===== src/mcs_regs.svh =====
// Offsets, field positions, reset values and timing counts of the module control and status block.
// Assumes a 100 MHz core clock and byte-wide registers on the plain register port.
`ifndef MCS_REGS_SVH
`define MCS_REGS_SVH

// ==========================================================================
// Timing
`define MCS_CLK_KHZ          100000
`define MCS_T_RESET_MIN_US   2
`define MCS_T_INIT_MS        2000
`define MCS_RESET_MIN_CYC    ((`MCS_T_RESET_MIN_US * `MCS_CLK_KHZ + 999) / 1000)
`define MCS_INIT_CYC         (`MCS_T_INIT_MS * `MCS_CLK_KHZ)

// ==========================================================================
// Register offsets
`define MCS_ADDR_STATUS      8'h02
`define MCS_ADDR_FLAG_LOS    8'h03
`define MCS_ADDR_FLAG_TXF    8'h04
`define MCS_ADDR_FLAG_OTHER  8'h05
`define MCS_ADDR_RATE_SEL    8'h57
`define MCS_ADDR_POWER_CTRL  8'h5D
`define MCS_ADDR_MASK_LOS    8'h64
`define MCS_ADDR_MASK_TXF    8'h65
`define MCS_ADDR_MASK_OTHER  8'h66

// ==========================================================================
// Field positions and reset values
`define MCS_DNR_BIT          0
`define MCS_PDOWN_BIT        0
`define MCS_FLAG_GROUPS      3
`define MCS_RST_MASK         8'h00
`define MCS_RST_CTRL         8'h00

`endif


===== src/mcs_pkg.sv =====
// Types shared by the module control and status block.
// Assumes nothing of its surroundings.
`default_nettype none

package mcs_pkg;

	// ======================================================================
	// Fault and event conditions from the optical and electrical front end.
	typedef struct packed {
		logic       other;
		logic [3:0] tx_fault;
		logic [3:0] los;
	} mcs_cond_t;

	// ======================================================================
	// Initialisation sequence.
	typedef enum logic [1:0] {
		MCS_ST_HOLD  = 2'b00,
		MCS_ST_INIT  = 2'b01,
		MCS_ST_READY = 2'b10
	} mcs_state_t;

endpackage

`default_nettype wire


===== src/mcs_ctrl.sv =====
// Module control and status logic: reset pin filter, initialisation timer, latched flags with masks,
// interrupt output, low-power control and rate select.
// Assumes the host reaches the registers over a plain byte-wide port on clk_in; pins are asynchronous.
//
// Notes on behaviour
// - Reset pin low over 2 us resets module.
// - Register port answers within 2000 ms of power.
// - Data-not-ready clears, interrupt asserts within 2000 ms.
// - Fully functional within 2000 ms after reset release.
// - Full function within 2000 ms after power/reset.
// - Low-power pin high enters power level 1.
// - Low-power pin low restores full function quickly.
// - Interrupt condition drives interrupt low within limit.
// - Clear-on-read releases interrupt within 500 us.
// - Receive loss sets flag and interrupt.
// - Transmit fault sets flag and interrupt.
// - Any other condition sets flag and interrupt.
// - Setting a mask bit inhibits its interrupt.
// - Clearing a mask bit resumes its interrupt.
// - Rate select change reaches output promptly.
// - Power-down bit set enters power level 1.
// - Power-down bit cleared restores full function.
// - Fully functional once ready interrupt asserted.
// - Host access limits timed from access end.
//
// The implementer's own choices: the plain strobed port and the address map.
`timescale 1ns/100ps
`default_nettype none
`include "mcs_regs.svh"

module mcs_ctrl
	import mcs_pkg::*;
#(
	parameter int unsigned INIT_CYCLES  = `MCS_INIT_CYC,
	parameter int unsigned RESET_CYCLES = `MCS_RESET_MIN_CYC
) (
	input  wire logic       clk_in,                     // Core clock, 100 MHz.
	input  wire logic       reset_n_in,                 // Power-on reset, asynchronous, active low.
	input  wire logic       module_reset_n_in,          // Module reset pin, active low.
	input  wire logic       low_power_request_pin_in,   // Low-power request pin, active high.
	input  wire mcs_cond_t  cond_in,                    // Front-end fault and event conditions.
	input  wire logic [7:0] reg_addr_in,                // Register byte address.
	input  wire logic [7:0] reg_wdata_in,               // Register write data.
	input  wire logic       reg_wr_in,                  // Register write strobe.
	input  wire logic       reg_rd_in,                  // Register read strobe.
	output logic      [7:0] reg_rdata_out,              // Read data, valid the cycle after the strobe.
	output logic            module_interrupt_n_out,     // Interrupt output, active low.
	output logic            bus_ready_out,              // Register port answering.
	output logic            low_power_out,              // Power level 1 in force.
	output logic      [7:0] rate_select_out             // Rate and application select bits.
);

	// ======================================================================
	// Pin synchronisers
	localparam int SYNC_W = 11;

	logic [SYNC_W-1:0] sync1_ff;
	logic [SYNC_W-1:0] sync2_ff;
	logic              rst_pin_s;
	logic              lp_pin_s;
	mcs_cond_t         cond_s;

	always_ff @(posedge clk_in or negedge reset_n_in) begin
		if (!reset_n_in) begin
			// Each stage resets to its pin's idle level, so no false edge or condition follows reset.
			sync1_ff <= 11'h400;
			sync2_ff <= 11'h400;
		end else begin
			sync1_ff <= {module_reset_n_in, low_power_request_pin_in, cond_in};
			sync2_ff <= sync1_ff;
		end
	end

	assign rst_pin_s = sync2_ff[10];
	assign lp_pin_s  = sync2_ff[9];
	assign cond_s    = mcs_cond_t'(sync2_ff[8:0]);

	// ======================================================================
	// Reset pin filter
	logic [31:0] low_cnt_ff;
	logic        soft_rst;

	assign soft_rst = (low_cnt_ff >= RESET_CYCLES);

	always_ff @(posedge clk_in or negedge reset_n_in) begin
		if (!reset_n_in) begin
			low_cnt_ff <= 32'h0000_0000;
		end else if (rst_pin_s) begin
			low_cnt_ff <= 32'h0000_0000;
		end else if (!soft_rst) begin
			low_cnt_ff <= low_cnt_ff + 32'h0000_0001;
		end
	end

	// ======================================================================
	// Initialisation sequence
	mcs_state_t  state_ff;
	logic [31:0] init_cnt_ff;
	logic        ready_evt;
	logic        ready;

	assign ready_evt = (state_ff == MCS_ST_INIT) && (init_cnt_ff >= INIT_CYCLES - 1);
	assign ready     = (state_ff == MCS_ST_READY);

	always_ff @(posedge clk_in or negedge reset_n_in) begin
		if (!reset_n_in) begin
			state_ff    <= MCS_ST_INIT;
			init_cnt_ff <= 32'h0000_0000;
		end else if (soft_rst) begin
			state_ff    <= MCS_ST_HOLD;
			init_cnt_ff <= 32'h0000_0000;
		end else begin
			case (state_ff)
				MCS_ST_HOLD: begin
					state_ff    <= MCS_ST_INIT;
					init_cnt_ff <= 32'h0000_0000;
				end
				MCS_ST_INIT: begin
					if (ready_evt) begin
						state_ff <= MCS_ST_READY;
					end else begin
						init_cnt_ff <= init_cnt_ff + 32'h0000_0001;
					end
				end
				default: begin
					state_ff <= MCS_ST_READY;
				end
			endcase
		end
	end

	// ======================================================================
	// Register access decode
	logic wr_ok;
	logic rd_ok;

	assign wr_ok = reg_wr_in && ready;
	assign rd_ok = reg_rd_in && ready;

	// ======================================================================
	// Data-ready event flag, cleared by reading the status byte
	logic ready_flag_ff;

	always_ff @(posedge clk_in or negedge reset_n_in) begin
		if (!reset_n_in) begin
			ready_flag_ff <= 1'b0;
		end else if (soft_rst) begin
			ready_flag_ff <= 1'b0;
		end else if (ready_evt) begin
			ready_flag_ff <= 1'b1;
		end else if (rd_ok && reg_addr_in == `MCS_ADDR_STATUS) begin
			ready_flag_ff <= 1'b0;
		end
	end

	// ======================================================================
	// Latched flags and masks, one group each for loss, transmit fault and other
	logic [7:0] cond_grp   [`MCS_FLAG_GROUPS];
	logic [7:0] flag_ff    [`MCS_FLAG_GROUPS];
	logic [7:0] mask_ff    [`MCS_FLAG_GROUPS];
	logic [7:0] flag_addr  [`MCS_FLAG_GROUPS];
	logic [7:0] mask_addr  [`MCS_FLAG_GROUPS];
	logic [`MCS_FLAG_GROUPS-1:0] grp_active;

	assign cond_grp[0]  = {4'h0, cond_s.los};
	assign cond_grp[1]  = {4'h0, cond_s.tx_fault};
	assign cond_grp[2]  = {7'h00, cond_s.other};
	assign flag_addr[0] = `MCS_ADDR_FLAG_LOS;
	assign flag_addr[1] = `MCS_ADDR_FLAG_TXF;
	assign flag_addr[2] = `MCS_ADDR_FLAG_OTHER;
	assign mask_addr[0] = `MCS_ADDR_MASK_LOS;
	assign mask_addr[1] = `MCS_ADDR_MASK_TXF;
	assign mask_addr[2] = `MCS_ADDR_MASK_OTHER;

	genvar g;
	generate
		for (g = 0; g < `MCS_FLAG_GROUPS; g++) begin : gen_flag
			// A condition present in the cycle of a clearing read survives the clear.
			always_ff @(posedge clk_in or negedge reset_n_in) begin
				if (!reset_n_in) begin
					flag_ff[g] <= 8'h00;
				end else if (soft_rst || !ready) begin
					flag_ff[g] <= 8'h00;
				end else if (rd_ok && reg_addr_in == flag_addr[g]) begin
					flag_ff[g] <= cond_grp[g];
				end else begin
					flag_ff[g] <= flag_ff[g] | cond_grp[g];
				end
			end

			always_ff @(posedge clk_in or negedge reset_n_in) begin
				if (!reset_n_in) begin
					mask_ff[g] <= `MCS_RST_MASK;
				end else if (soft_rst) begin
					mask_ff[g] <= `MCS_RST_MASK;
				end else if (wr_ok && reg_addr_in == mask_addr[g]) begin
					mask_ff[g] <= reg_wdata_in;
				end
			end

			assign grp_active[g] = |(flag_ff[g] & ~mask_ff[g]);
		end
	endgenerate

	// ======================================================================
	// Interrupt output
	always_ff @(posedge clk_in or negedge reset_n_in) begin
		if (!reset_n_in) begin
			module_interrupt_n_out <= 1'b1;
		end else begin
			module_interrupt_n_out <= ~((|grp_active) | ready_flag_ff);
		end
	end

	// ======================================================================
	// Control registers
	logic [7:0] power_ctrl_ff;

	always_ff @(posedge clk_in or negedge reset_n_in) begin
		if (!reset_n_in) begin
			power_ctrl_ff <= `MCS_RST_CTRL;
		end else if (soft_rst) begin
			power_ctrl_ff <= `MCS_RST_CTRL;
		end else if (wr_ok && reg_addr_in == `MCS_ADDR_POWER_CTRL) begin
			power_ctrl_ff <= reg_wdata_in;
		end
	end

	always_ff @(posedge clk_in or negedge reset_n_in) begin
		if (!reset_n_in) begin
			rate_select_out <= `MCS_RST_CTRL;
		end else if (soft_rst) begin
			rate_select_out <= `MCS_RST_CTRL;
		end else if (wr_ok && reg_addr_in == `MCS_ADDR_RATE_SEL) begin
			rate_select_out <= reg_wdata_in;
		end
	end

	always_ff @(posedge clk_in or negedge reset_n_in) begin
		if (!reset_n_in) begin
			low_power_out <= 1'b0;
		end else begin
			low_power_out <= lp_pin_s | power_ctrl_ff[`MCS_PDOWN_BIT];
		end
	end

	always_ff @(posedge clk_in or negedge reset_n_in) begin
		if (!reset_n_in) begin
			bus_ready_out <= 1'b0;
		end else begin
			bus_ready_out <= (ready_evt | ready) && !soft_rst;
		end
	end

	// ======================================================================
	// Read data
	logic [7:0] nxt_rdata;

	always_comb begin
		nxt_rdata = 8'h00;
		if (!rd_ok) begin
			nxt_rdata = 8'h00;
		end else if (reg_addr_in == `MCS_ADDR_STATUS) begin
			nxt_rdata = {7'h00, !ready};
		end else if (reg_addr_in == `MCS_ADDR_FLAG_LOS) begin
			nxt_rdata = flag_ff[0];
		end else if (reg_addr_in == `MCS_ADDR_FLAG_TXF) begin
			nxt_rdata = flag_ff[1];
		end else if (reg_addr_in == `MCS_ADDR_FLAG_OTHER) begin
			nxt_rdata = flag_ff[2];
		end else if (reg_addr_in == `MCS_ADDR_MASK_LOS) begin
			nxt_rdata = mask_ff[0];
		end else if (reg_addr_in == `MCS_ADDR_MASK_TXF) begin
			nxt_rdata = mask_ff[1];
		end else if (reg_addr_in == `MCS_ADDR_MASK_OTHER) begin
			nxt_rdata = mask_ff[2];
		end else if (reg_addr_in == `MCS_ADDR_POWER_CTRL) begin
			nxt_rdata = power_ctrl_ff;
		end else if (reg_addr_in == `MCS_ADDR_RATE_SEL) begin
			nxt_rdata = rate_select_out;
		end
	end

	always_ff @(posedge clk_in or negedge reset_n_in) begin
		if (!reset_n_in) begin
			reg_rdata_out <= 8'h00;
		end else begin
			reg_rdata_out <= nxt_rdata;
		end
	end

	// ======================================================================
	// Assertions
	localparam int FLAG_LAT = 4;

	a_reset_filter_hold: assert property (@(posedge clk_in) disable iff (!reset_n_in)
		(!rst_pin_s && low_cnt_ff == RESET_CYCLES - 1) |-> ##2 (state_ff == MCS_ST_HOLD))
		else $error("long reset pulse did not reset the module");

	a_short_pulse_kept: assert property (@(posedge clk_in) disable iff (!reset_n_in)
		(ready && !soft_rst && rst_pin_s) |=> ready)
		else $error("module left ready without a long reset pulse");

	a_init_bounded: assert property (@(posedge clk_in) disable iff (!reset_n_in)
		(state_ff == MCS_ST_INIT && init_cnt_ff == INIT_CYCLES - 1 && !soft_rst) |=> (ready && bus_ready_out))
		else $error("initialisation overran its limit");

	a_ready_interrupt: assert property (@(posedge clk_in) disable iff (!reset_n_in)
		(ready_evt && !soft_rst) |-> ##2 !module_interrupt_n_out)
		else $error("data ready did not raise the interrupt");

	a_bus_silent: assert property (@(posedge clk_in) disable iff (!reset_n_in)
		(reg_rd_in && !ready) |=> (reg_rdata_out == 8'h00))
		else $error("register port answered before ready");

	a_flag_to_int: assert property (@(posedge clk_in) disable iff (!reset_n_in)
		(ready && !soft_rst && |(cond_s.los & ~mask_ff[0][3:0]) && !reg_wr_in)
		|-> ##[1:FLAG_LAT] !module_interrupt_n_out)
		else $error("unmasked loss did not assert the interrupt");

	a_masked_quiet: assert property (@(posedge clk_in) disable iff (!reset_n_in)
		(!ready_flag_ff && grp_active == 3'b000) |=> module_interrupt_n_out)
		else $error("interrupt asserted with all flags masked or clear");

	a_clear_release: assert property (@(posedge clk_in) disable iff (!reset_n_in)
		(rd_ok && reg_addr_in == `MCS_ADDR_FLAG_OTHER && !cond_s.other) |=> (flag_ff[2] == 8'h00))
		else $error("read did not clear the flag");

	a_low_power_pin: assert property (@(posedge clk_in) disable iff (!reset_n_in)
		$rose(lp_pin_s) |=> low_power_out)
		else $error("low-power pin did not enter power level 1");

	a_pdown_follow: assert property (@(posedge clk_in) disable iff (!reset_n_in)
		(!lp_pin_s && !power_ctrl_ff[`MCS_PDOWN_BIT]) |=> !low_power_out)
		else $error("module stayed in low power");

	a_rate_select: assert property (@(posedge clk_in) disable iff (!reset_n_in)
		(wr_ok && !soft_rst && reg_addr_in == `MCS_ADDR_RATE_SEL) |=> (rate_select_out == $past(reg_wdata_in)))
		else $error("rate select not applied");

	c_ready_reached: cover property (@(posedge clk_in) disable iff (!reset_n_in) ready_evt);
	c_flag_cleared: cover property (@(posedge clk_in) disable iff (!reset_n_in)
		!module_interrupt_n_out ##1 rd_ok ##[1:4] module_interrupt_n_out);
	c_soft_reset: cover property (@(posedge clk_in) disable iff (!reset_n_in) $rose(soft_rst));
	c_power_down: cover property (@(posedge clk_in) disable iff (!reset_n_in) $rose(low_power_out));

endmodule

`default_nettype wire


===== config.mk =====
export PLATFORM = sky130hd
export DESIGN_NAME = mcs_ctrl
export DESIGN_NICKNAME = d
export VERILOG_FILES = /design/src/mcs_pkg.sv /design/src/mcs_ctrl.sv
export VERILOG_INCLUDE_DIRS = /design/src
export SDC_FILE = /design/constraint.sdc
export NUM_CORES = 1
export LEC_CHECK = 0
export ABC_CLOCK_PERIOD_IN_PS = 4800
export BUFFER_PORTS_ARGS = -buffer_cell sky130_fd_sc_hd__buf_2
export CAP_MARGIN = 10
export CORE_UTILIZATION = 40
export CTS_BUF_LIST = sky130_fd_sc_hd__clkbuf_8
export DETAILED_ROUTE_END_ITERATION = 10
export GPL_TIMING_DRIVEN = 0
export HOLD_SLACK_MARGIN = 0.06
export PLACE_DENSITY_LB_ADDON = 0.3
export SLEW_MARGIN = 20
export SYNTH_ARGS = -nofsm -noshare
export SYNTH_HDL_FRONTEND = slang
export SYNTH_SLANG_ARGS = --single-unit

===== constraint.sdc =====
create_clock -name clk_in -period 4.8 [get_ports clk_in]
set_clock_uncertainty 0.15 [all_clocks]
set_input_delay 0.48 -clock clk_in [delete_from_list [all_inputs] [get_ports clk_in]]
set_output_delay 0.48 -clock clk_in [all_outputs]
set_load 0.005 [all_outputs]

==> impl_metrics.toml, run 1 <==
[job]
maxCapViolCount = 0

[logic_synthesis]
synthTopCellsByArea = "dfrtp_1 54%, mux2i_1 6.4%, nor2_1 5.2%, a21oi_1 2.9%, nand2_1 2.9%"
ys.flop_type = "dfrtp_1"
synth_common_cells = "145 x dfrtp_1, 93 x nor2_1, 52 x nand2_1"
synthesis.nets = 682
avgSynthCellArea_um2 = 10.4
netlist.area_leader.share_pct = 53.8
synth_top_cell_by_area = "dfrtp_1"
yosysSeqAreaShare_pct = 55.3
synth-edff-count = 0
synth_seq_cells = 149
postSynth.asyncResetShare_pct = 100
ys_types = 58
netlist_instances = 648
ys.warnings.count = 0
netlist_area_um2 = 6750
post-synth-top-count-cell = "dfrtp_1"

[setup_path]
endpoint_kind = "flop"
worstSetupPathType = "flop to flop"
crit_arrival_ns = 3.12
max_stage_delay_ns = 0.43
path_cells = "ha_1 -> nand4_1 -> o211ai_1 -> a211o_1 -> buf_2 -> clkbuf_1 -> o311ai_0 -> a21oi_1"
slowest_stage = "dfrtp_1"
startpoint_type = "flop"
path_delay_family = "compound AO/OA/AOI/OAI gates"
critPathRequiredTime_ns = 5.01
crit_buf_inv = 2
critPathMaxFanout = 10

[global_routing]
grt_antenna_before_repair = 0
grt_pass1_wl_mm = 25.5
grt_max_degree = 102
first_global_vias = 5137
track_usage_pct = 18.5
gr-total-overflow = 0

[route]
detail_route.iter0.violations = 295
num_vias = 5100
drt-wirelength-per-cell_um = 15.5
vias_per_cell = 5.31
drtAntennaViolNets = 0
drcViolationCount = 0
wirelength_mm = 14.9
dr.pass1.iters = 5

[clock_tree]
cts_tree = "done"
cts.clk_slew.worst_paths_ns = 0.08
post-cts-setup-buffers = 0
clock_latency_ns = 0.46
numCtsBuffers = 17
max-clock-path-buffers = 2
clockRootBuffer = "clkbuf_8"
cts_max_level = 4
cts.sinks = 149

[die]
dieArea_um2 = 17400
die_width_um = 132
row_count = 47
core_um2 = 16500
io_pins = 50
initial_core_util_pct = 40.8
die_h_um = 132

[layout]
drive_gt1_share_pct = 15.0
final_cells = 961
antenna_cells = 0
fin_nets = 762
post-route-util_pct = 47.6
area_growth_syn_to_layout_pct = 16.5

[power_and_ir_drop]
power_frac_seq_pct = 53.6
p_clk_share_pct = 43.0
p_sw_uw = 525
pwr-share-comb_pct = 3.4
switching_share_pct = 22.1
p_int_mw = 1.85
p_leak_nw = 3.50
power_density_nw_per_um2 = 302
peakVddDrop_mv = 0.175

[placement]
dp.cells = 917
gp_congestion = 0.885
dp_hpwl_mm = 10.5
port_buffers = 48

[sta]
finalMaxSlewViolations = 0
setup_viol = 0
rsz0062_at_grt = "no"
hold_viol_final = 0
finalSetupTns_ns = 0
worst_pin_slew_ns = 0.815
layout_min_cycle_time_ns = 2.91
fmax_mhz = 344
timing.slew.headroom_pct = 45.4
fin_crit_sh_pct = 60.6

[worst_hold_path]
holdCritPathClass = "input pin to flop"

[status]
status = "completed"
-- logic make-up after synthesis --
kind of cell    share of synthesized area (%)
compound gates                           11.4
flops                                    55.3
simple gates                             20.5
xor+xnor                                 2.60
buf+inv                                  3.17
mux                                      6.38
fa+ha+maj                               0.556
-- sequential cells by signal (all words and copies together) (netlist names), 8 cells and up --
signal / flops
rate_select_out: 8
flag_ff: 9
low_cnt_ff: 32
mask_ff: 24
sync1_ff: 11
sync2_ff: 11
init_cnt_ff: 32
reg_rdata_out: 8
power_ctrl_ff: 8
-- power groups by stage --
stage / logic (mW) / clock network [mW] / registers (mW)
6_report: 0.0815 / 1.02 / 1.27
5_1_grt: 0.0925 / 1.11 / 1.27
4_1_cts: 0.0838 / 1.05 / 1.27
3_5_place_dp: 0.0759 / 0 / 1.30
3_3_place_gp: 0.0693 / 0 / 1.30
2_1_floorplan: 0.0211 / 0 / 1.30
-- through the flow --
step / setup slack [ns] / area, um2 / total power, mW / hold slack, ns
finish: 1.89 / 7860 / 2.38 / 0.194
CTS: 1.92 / 7860 / 2.41 / 0.168
floorplan: 2.37 / 6750 / 1.32 / 0.0344
global placement: 1.06 / 7260 / 1.37 / 0.182
detailed placement: 1.52 / 7310 / 1.37 / 0.185
global route: 1.69 / 7860 / 2.47 / 0.184
-- worst paths after layout --
check	cells past startpoint	end	slack, ns	startpoint
worst min-delay path	3	mask_ff[23]	0.19	reg_wdata_in[7]
worst min register to register	0	sync2_ff[8]	0.20	sync1_ff[8]
min in group asynchronous	2	reg_rdata_out[4]	0.36	reset_n_in
worst max register to register	8	init_cnt_ff[6]	1.89	init_cnt_ff[0]
worst max-delay path	8	init_cnt_ff[6]	1.89	init_cnt_ff[0]
max in group asynchronous	3	sync2_ff[10]	3.31	reset_n_in
-- tightest hold or removal path: stages --
cell and delay [ns]:
buf_2 0.13, mux2i_1 0.07, nor2_1 0.08
-- metal layers --
metal / vias to the layer above / routed length (um) / share of wire, % / GRT usage (%)
li1: 2430 / - / - / -
met1: 2517 / 6860 / 46 / 24.1
met2: 130 / 7200 / 48 / 29.7
met3: 23 / 605 / 4.1 / 3.88
met4: 0 / 265 / 1.8 / 8.07
met5: - / 0 / 0 / 0
-- what timing repair did --
| item | in CTS | in global routing |
|---|---|---|
| endpoints found under the hold margin | 58 | 0 |
| hold buffers | 12 | 0 |
| resized for setup | 0 | 0 |
| endpoints found under the setup margin | 0 | 0 |
-- placed cells by master, fill, tap and decap left out, types with 7 or more instances in the layout --
cell           instances
dfrtp_1              145
or4_1                  8
buf_2                 53
a31oi_1               10
mux2i_1               43
clkbuf_8              20
nor2_1                93
a21oi_1               39
xnor2_1               17
nor3_1                12
nand2_1               52
inv_1                 25
nand4_1                8
o211ai_1               7
nor4_1                10
nor2b_1               30
dlygate4sd3_1         12
o21ai_0               13
clkbuf_1              22
nand3_1               15
-- final cells by class --
| class | count | area, um2 |
|---|---|---|
| inverter | 23 | 86.3 |
| sequential | 149 | 3730 |
| buffer | 30 | 128 |
| multi-input combinational | 446 | 2810 |
| fill | 1514 | 8670 |
| timing repair buffer | 61 | 398 |
| tap | 220 | 275 |
| clock inverter | 12 | 150 |
| clock buffer | 20 | 275 |
Power figures use the tool's default switching activity.
==> run 2, diff against run 1 <==
--- a/config.mk
+++ b/config.mk
@@ -6,7 +6,7 @@
 export SDC_FILE = /design/constraint.sdc
 export NUM_CORES = 1
 export LEC_CHECK = 0
-export ABC_CLOCK_PERIOD_IN_PS = 4800
+export ABC_CLOCK_PERIOD_IN_PS = 2500
 export BUFFER_PORTS_ARGS = -buffer_cell sky130_fd_sc_hd__buf_2
 export CAP_MARGIN = 10
 export CORE_UTILIZATION = 40
==> constraint.sdc (replaced) <==
create_clock -name clk_in -period 2.5 [get_ports clk_in]
set_clock_uncertainty 0.15 [all_clocks]
set_input_delay 0.25 -clock clk_in [delete_from_list [all_inputs] [get_ports clk_in]]
set_output_delay 0.25 -clock clk_in [all_outputs]
set_load 0.005 [all_outputs]
==> impl_metrics.toml, run 2 (synthesis gave the netlist of run 1 again) <==
[status]
status = "completed"

[route]
wirelength_mm = 15.3
drtAntennaViolNets = 0
detail_route.iter0.violations = 358
vias_per_cell = 5.28
dr.pass1.iters = 6
drcViolationCount = 0
num_vias = 5155
drt-wirelength-per-cell_um = 15.6

[global_routing]
gr-total-overflow = 0
grt_max_degree = 102
grt_pass1_wl_mm = 25.8
grt_antenna_before_repair = 0
first_global_vias = 5209
track_usage_pct = 18.6

[layout]
multi_input_area_um2 = 2920
final_area_um2 = 8140
drive_gt1_share_pct = 18.9
post-route-util_pct = 49.3
antenna_cells = 0
final_cell_mix = "140 x dfrtp_1, 92 x nor2_1, 52 x nand2_1"
layout.area.seq_um2 = 3740
n_fill_cell = 1483
final_cells = 977
area_growth_syn_to_layout_pct = 20.7
largest_registers = "init_cnt_ff: 32 flops, low_cnt_ff: 32 flops, mask_ff: 24 flops"
final_common_cell = "dfrtp_1"
fin_nets = 778

[setup_path]
critPathMaxFanout = 10
max_stage_delay_ns = 0.53
startpoint_type = "flop"
worstSetupPathType = "flop to flop"
timing.rr.end = "init_cnt_ff[10]"
crit_arrival_ns = 2.68
endpoint_kind = "flop"
path_cells = "ha_2 -> nand4_1 -> o211ai_1 -> a211o_1 -> buf_6 -> or4_1 -> a31oi_2"
r2r_cells = 7
critPathRequiredTime_ns = 2.71
slowest_stage = "or4_1"
r2r_start = "init_cnt_ff[0]"
rrSetupSlack_ns = 0.02

[clock_tree]
cts.clk_slew.worst_paths_ns = 0.08
cts_tree = "done"
numCtsBuffers = 17
max-clock-path-buffers = 2
clock_latency_ns = 0.45
cts_max_level = 4
clockRootBuffer = "clkbuf_8"
cts.sinks = 149

[power_and_ir_drop]
p_leak_nw = 3.60
p_total_mw = 4.57
peakVddDrop_mv = 0.327
power_density_nw_per_um2 = 561

[placement]
dp.cells = 917
place_area_um2 = 7310
port_buffers = 48
dp_hpwl_mm = 10.5
gp_congestion = 0.885

[sta]
fmax_mhz = 404
rsz0062_at_grt = "yes"
finalMaxSlewViolations = 0
worst_pin_slew_ns = 0.820
fin_crit_sh_pct = 99.0
hold_ws_ns = 0.139
hold_viol_final = 0
layout_min_cycle_time_ns = 2.48
setup_viol = 0
timing.slew.headroom_pct = 45.0

[die]
dieArea_um2 = 17400
row_count = 47
initial_core_util_pct = 40.8
io_pins = 50
die_h_um = 132
core_um2 = 16500
die_width_um = 132

[job]
maxCapViolCount = 0

[worst_hold_path]
holdCritPathClass = "input pin to async pin"
-- run 2: what timing repair did --
action,in CTS,in global routing
setup buffers,5,3
resized for setup,19,30
hold endpoints to repair,197,0
hold buffers,20,0
cloned,0,0
pin swaps,1,5
setup endpoints to repair,47,50
-- run 2: stage by stage --
step	setup WS, ns	setup TNS, ns
2_1_floorplan	0.0717	0
3_3_place_gp	-1.01	-161.98
3_5_place_dp	-0.546	-15.15
4_1_cts	-0.00901	-0.00901
5_1_grt	-0.0566	-0.241
6_report	0.0242	0
-- run 2: worst max-delay path: cells and delay by family (launching register included) --
kind | cells | cell delay [ns]
compound gates | 3 | 0.79
fa+ha+maj | 1 | 0.20
buf+inv | 1 | 0.19
flops | 1 | 0.39
simple gates | 2 | 0.67
-- run 2: cell type report --
| class | count | share of cell area (%) |
|---|---|---|
| clock buffer | 20 | 3.38 |
| timing repair buffer | 77 | 6.61 |
| sequential | 149 | 45.9 |
| tap | 220 | 3.38 |
| multi-input combinational | 446 | 35.9 |
| clock inverter | 12 | 1.84 |
| buffer | 30 | 1.91 |
| inverter | 23 | 1.06 |
-- run 2: routing by layer --
metal / vias up / share of wire, % / GRT usage (%)
met3: 24 / 3.9 / 4.27
li1: 2459 / - / -
met4: 0 / 1.7 / 7.43
met1: 2544 / 46 / 24.3
met2: 128 / 49 / 30.0
met5: - / 0 / 0
-- run 2: worst max-delay path by stage --
stage	startpoint	depth (start not counted)	to	slack [ns]
floorplan	init_cnt_ff[0]	7	init_cnt_ff[5]	0.07
global placement	reset_n_in	1	low_cnt_ff[8]	-1.01
detailed placement	reg_addr_in[3]	7	mask_ff[17]	-0.55
CTS	init_cnt_ff[1]	7	init_cnt_ff[5]	-0.009
global route	init_cnt_ff[1]	8	init_cnt_ff[24]	-0.06
finish	init_cnt_ff[0]	7	init_cnt_ff[10]	0.02
-- run 2: where the power goes --
group          internal (mW)  leakage, nW  switching (mW)  total, mW
registers               2.43         2.00          0.0105       2.44
logic                 0.0619         1.38           0.105      0.167
clock network           1.07        0.223           0.893       1.96
total                   3.56         3.60            1.01       4.57
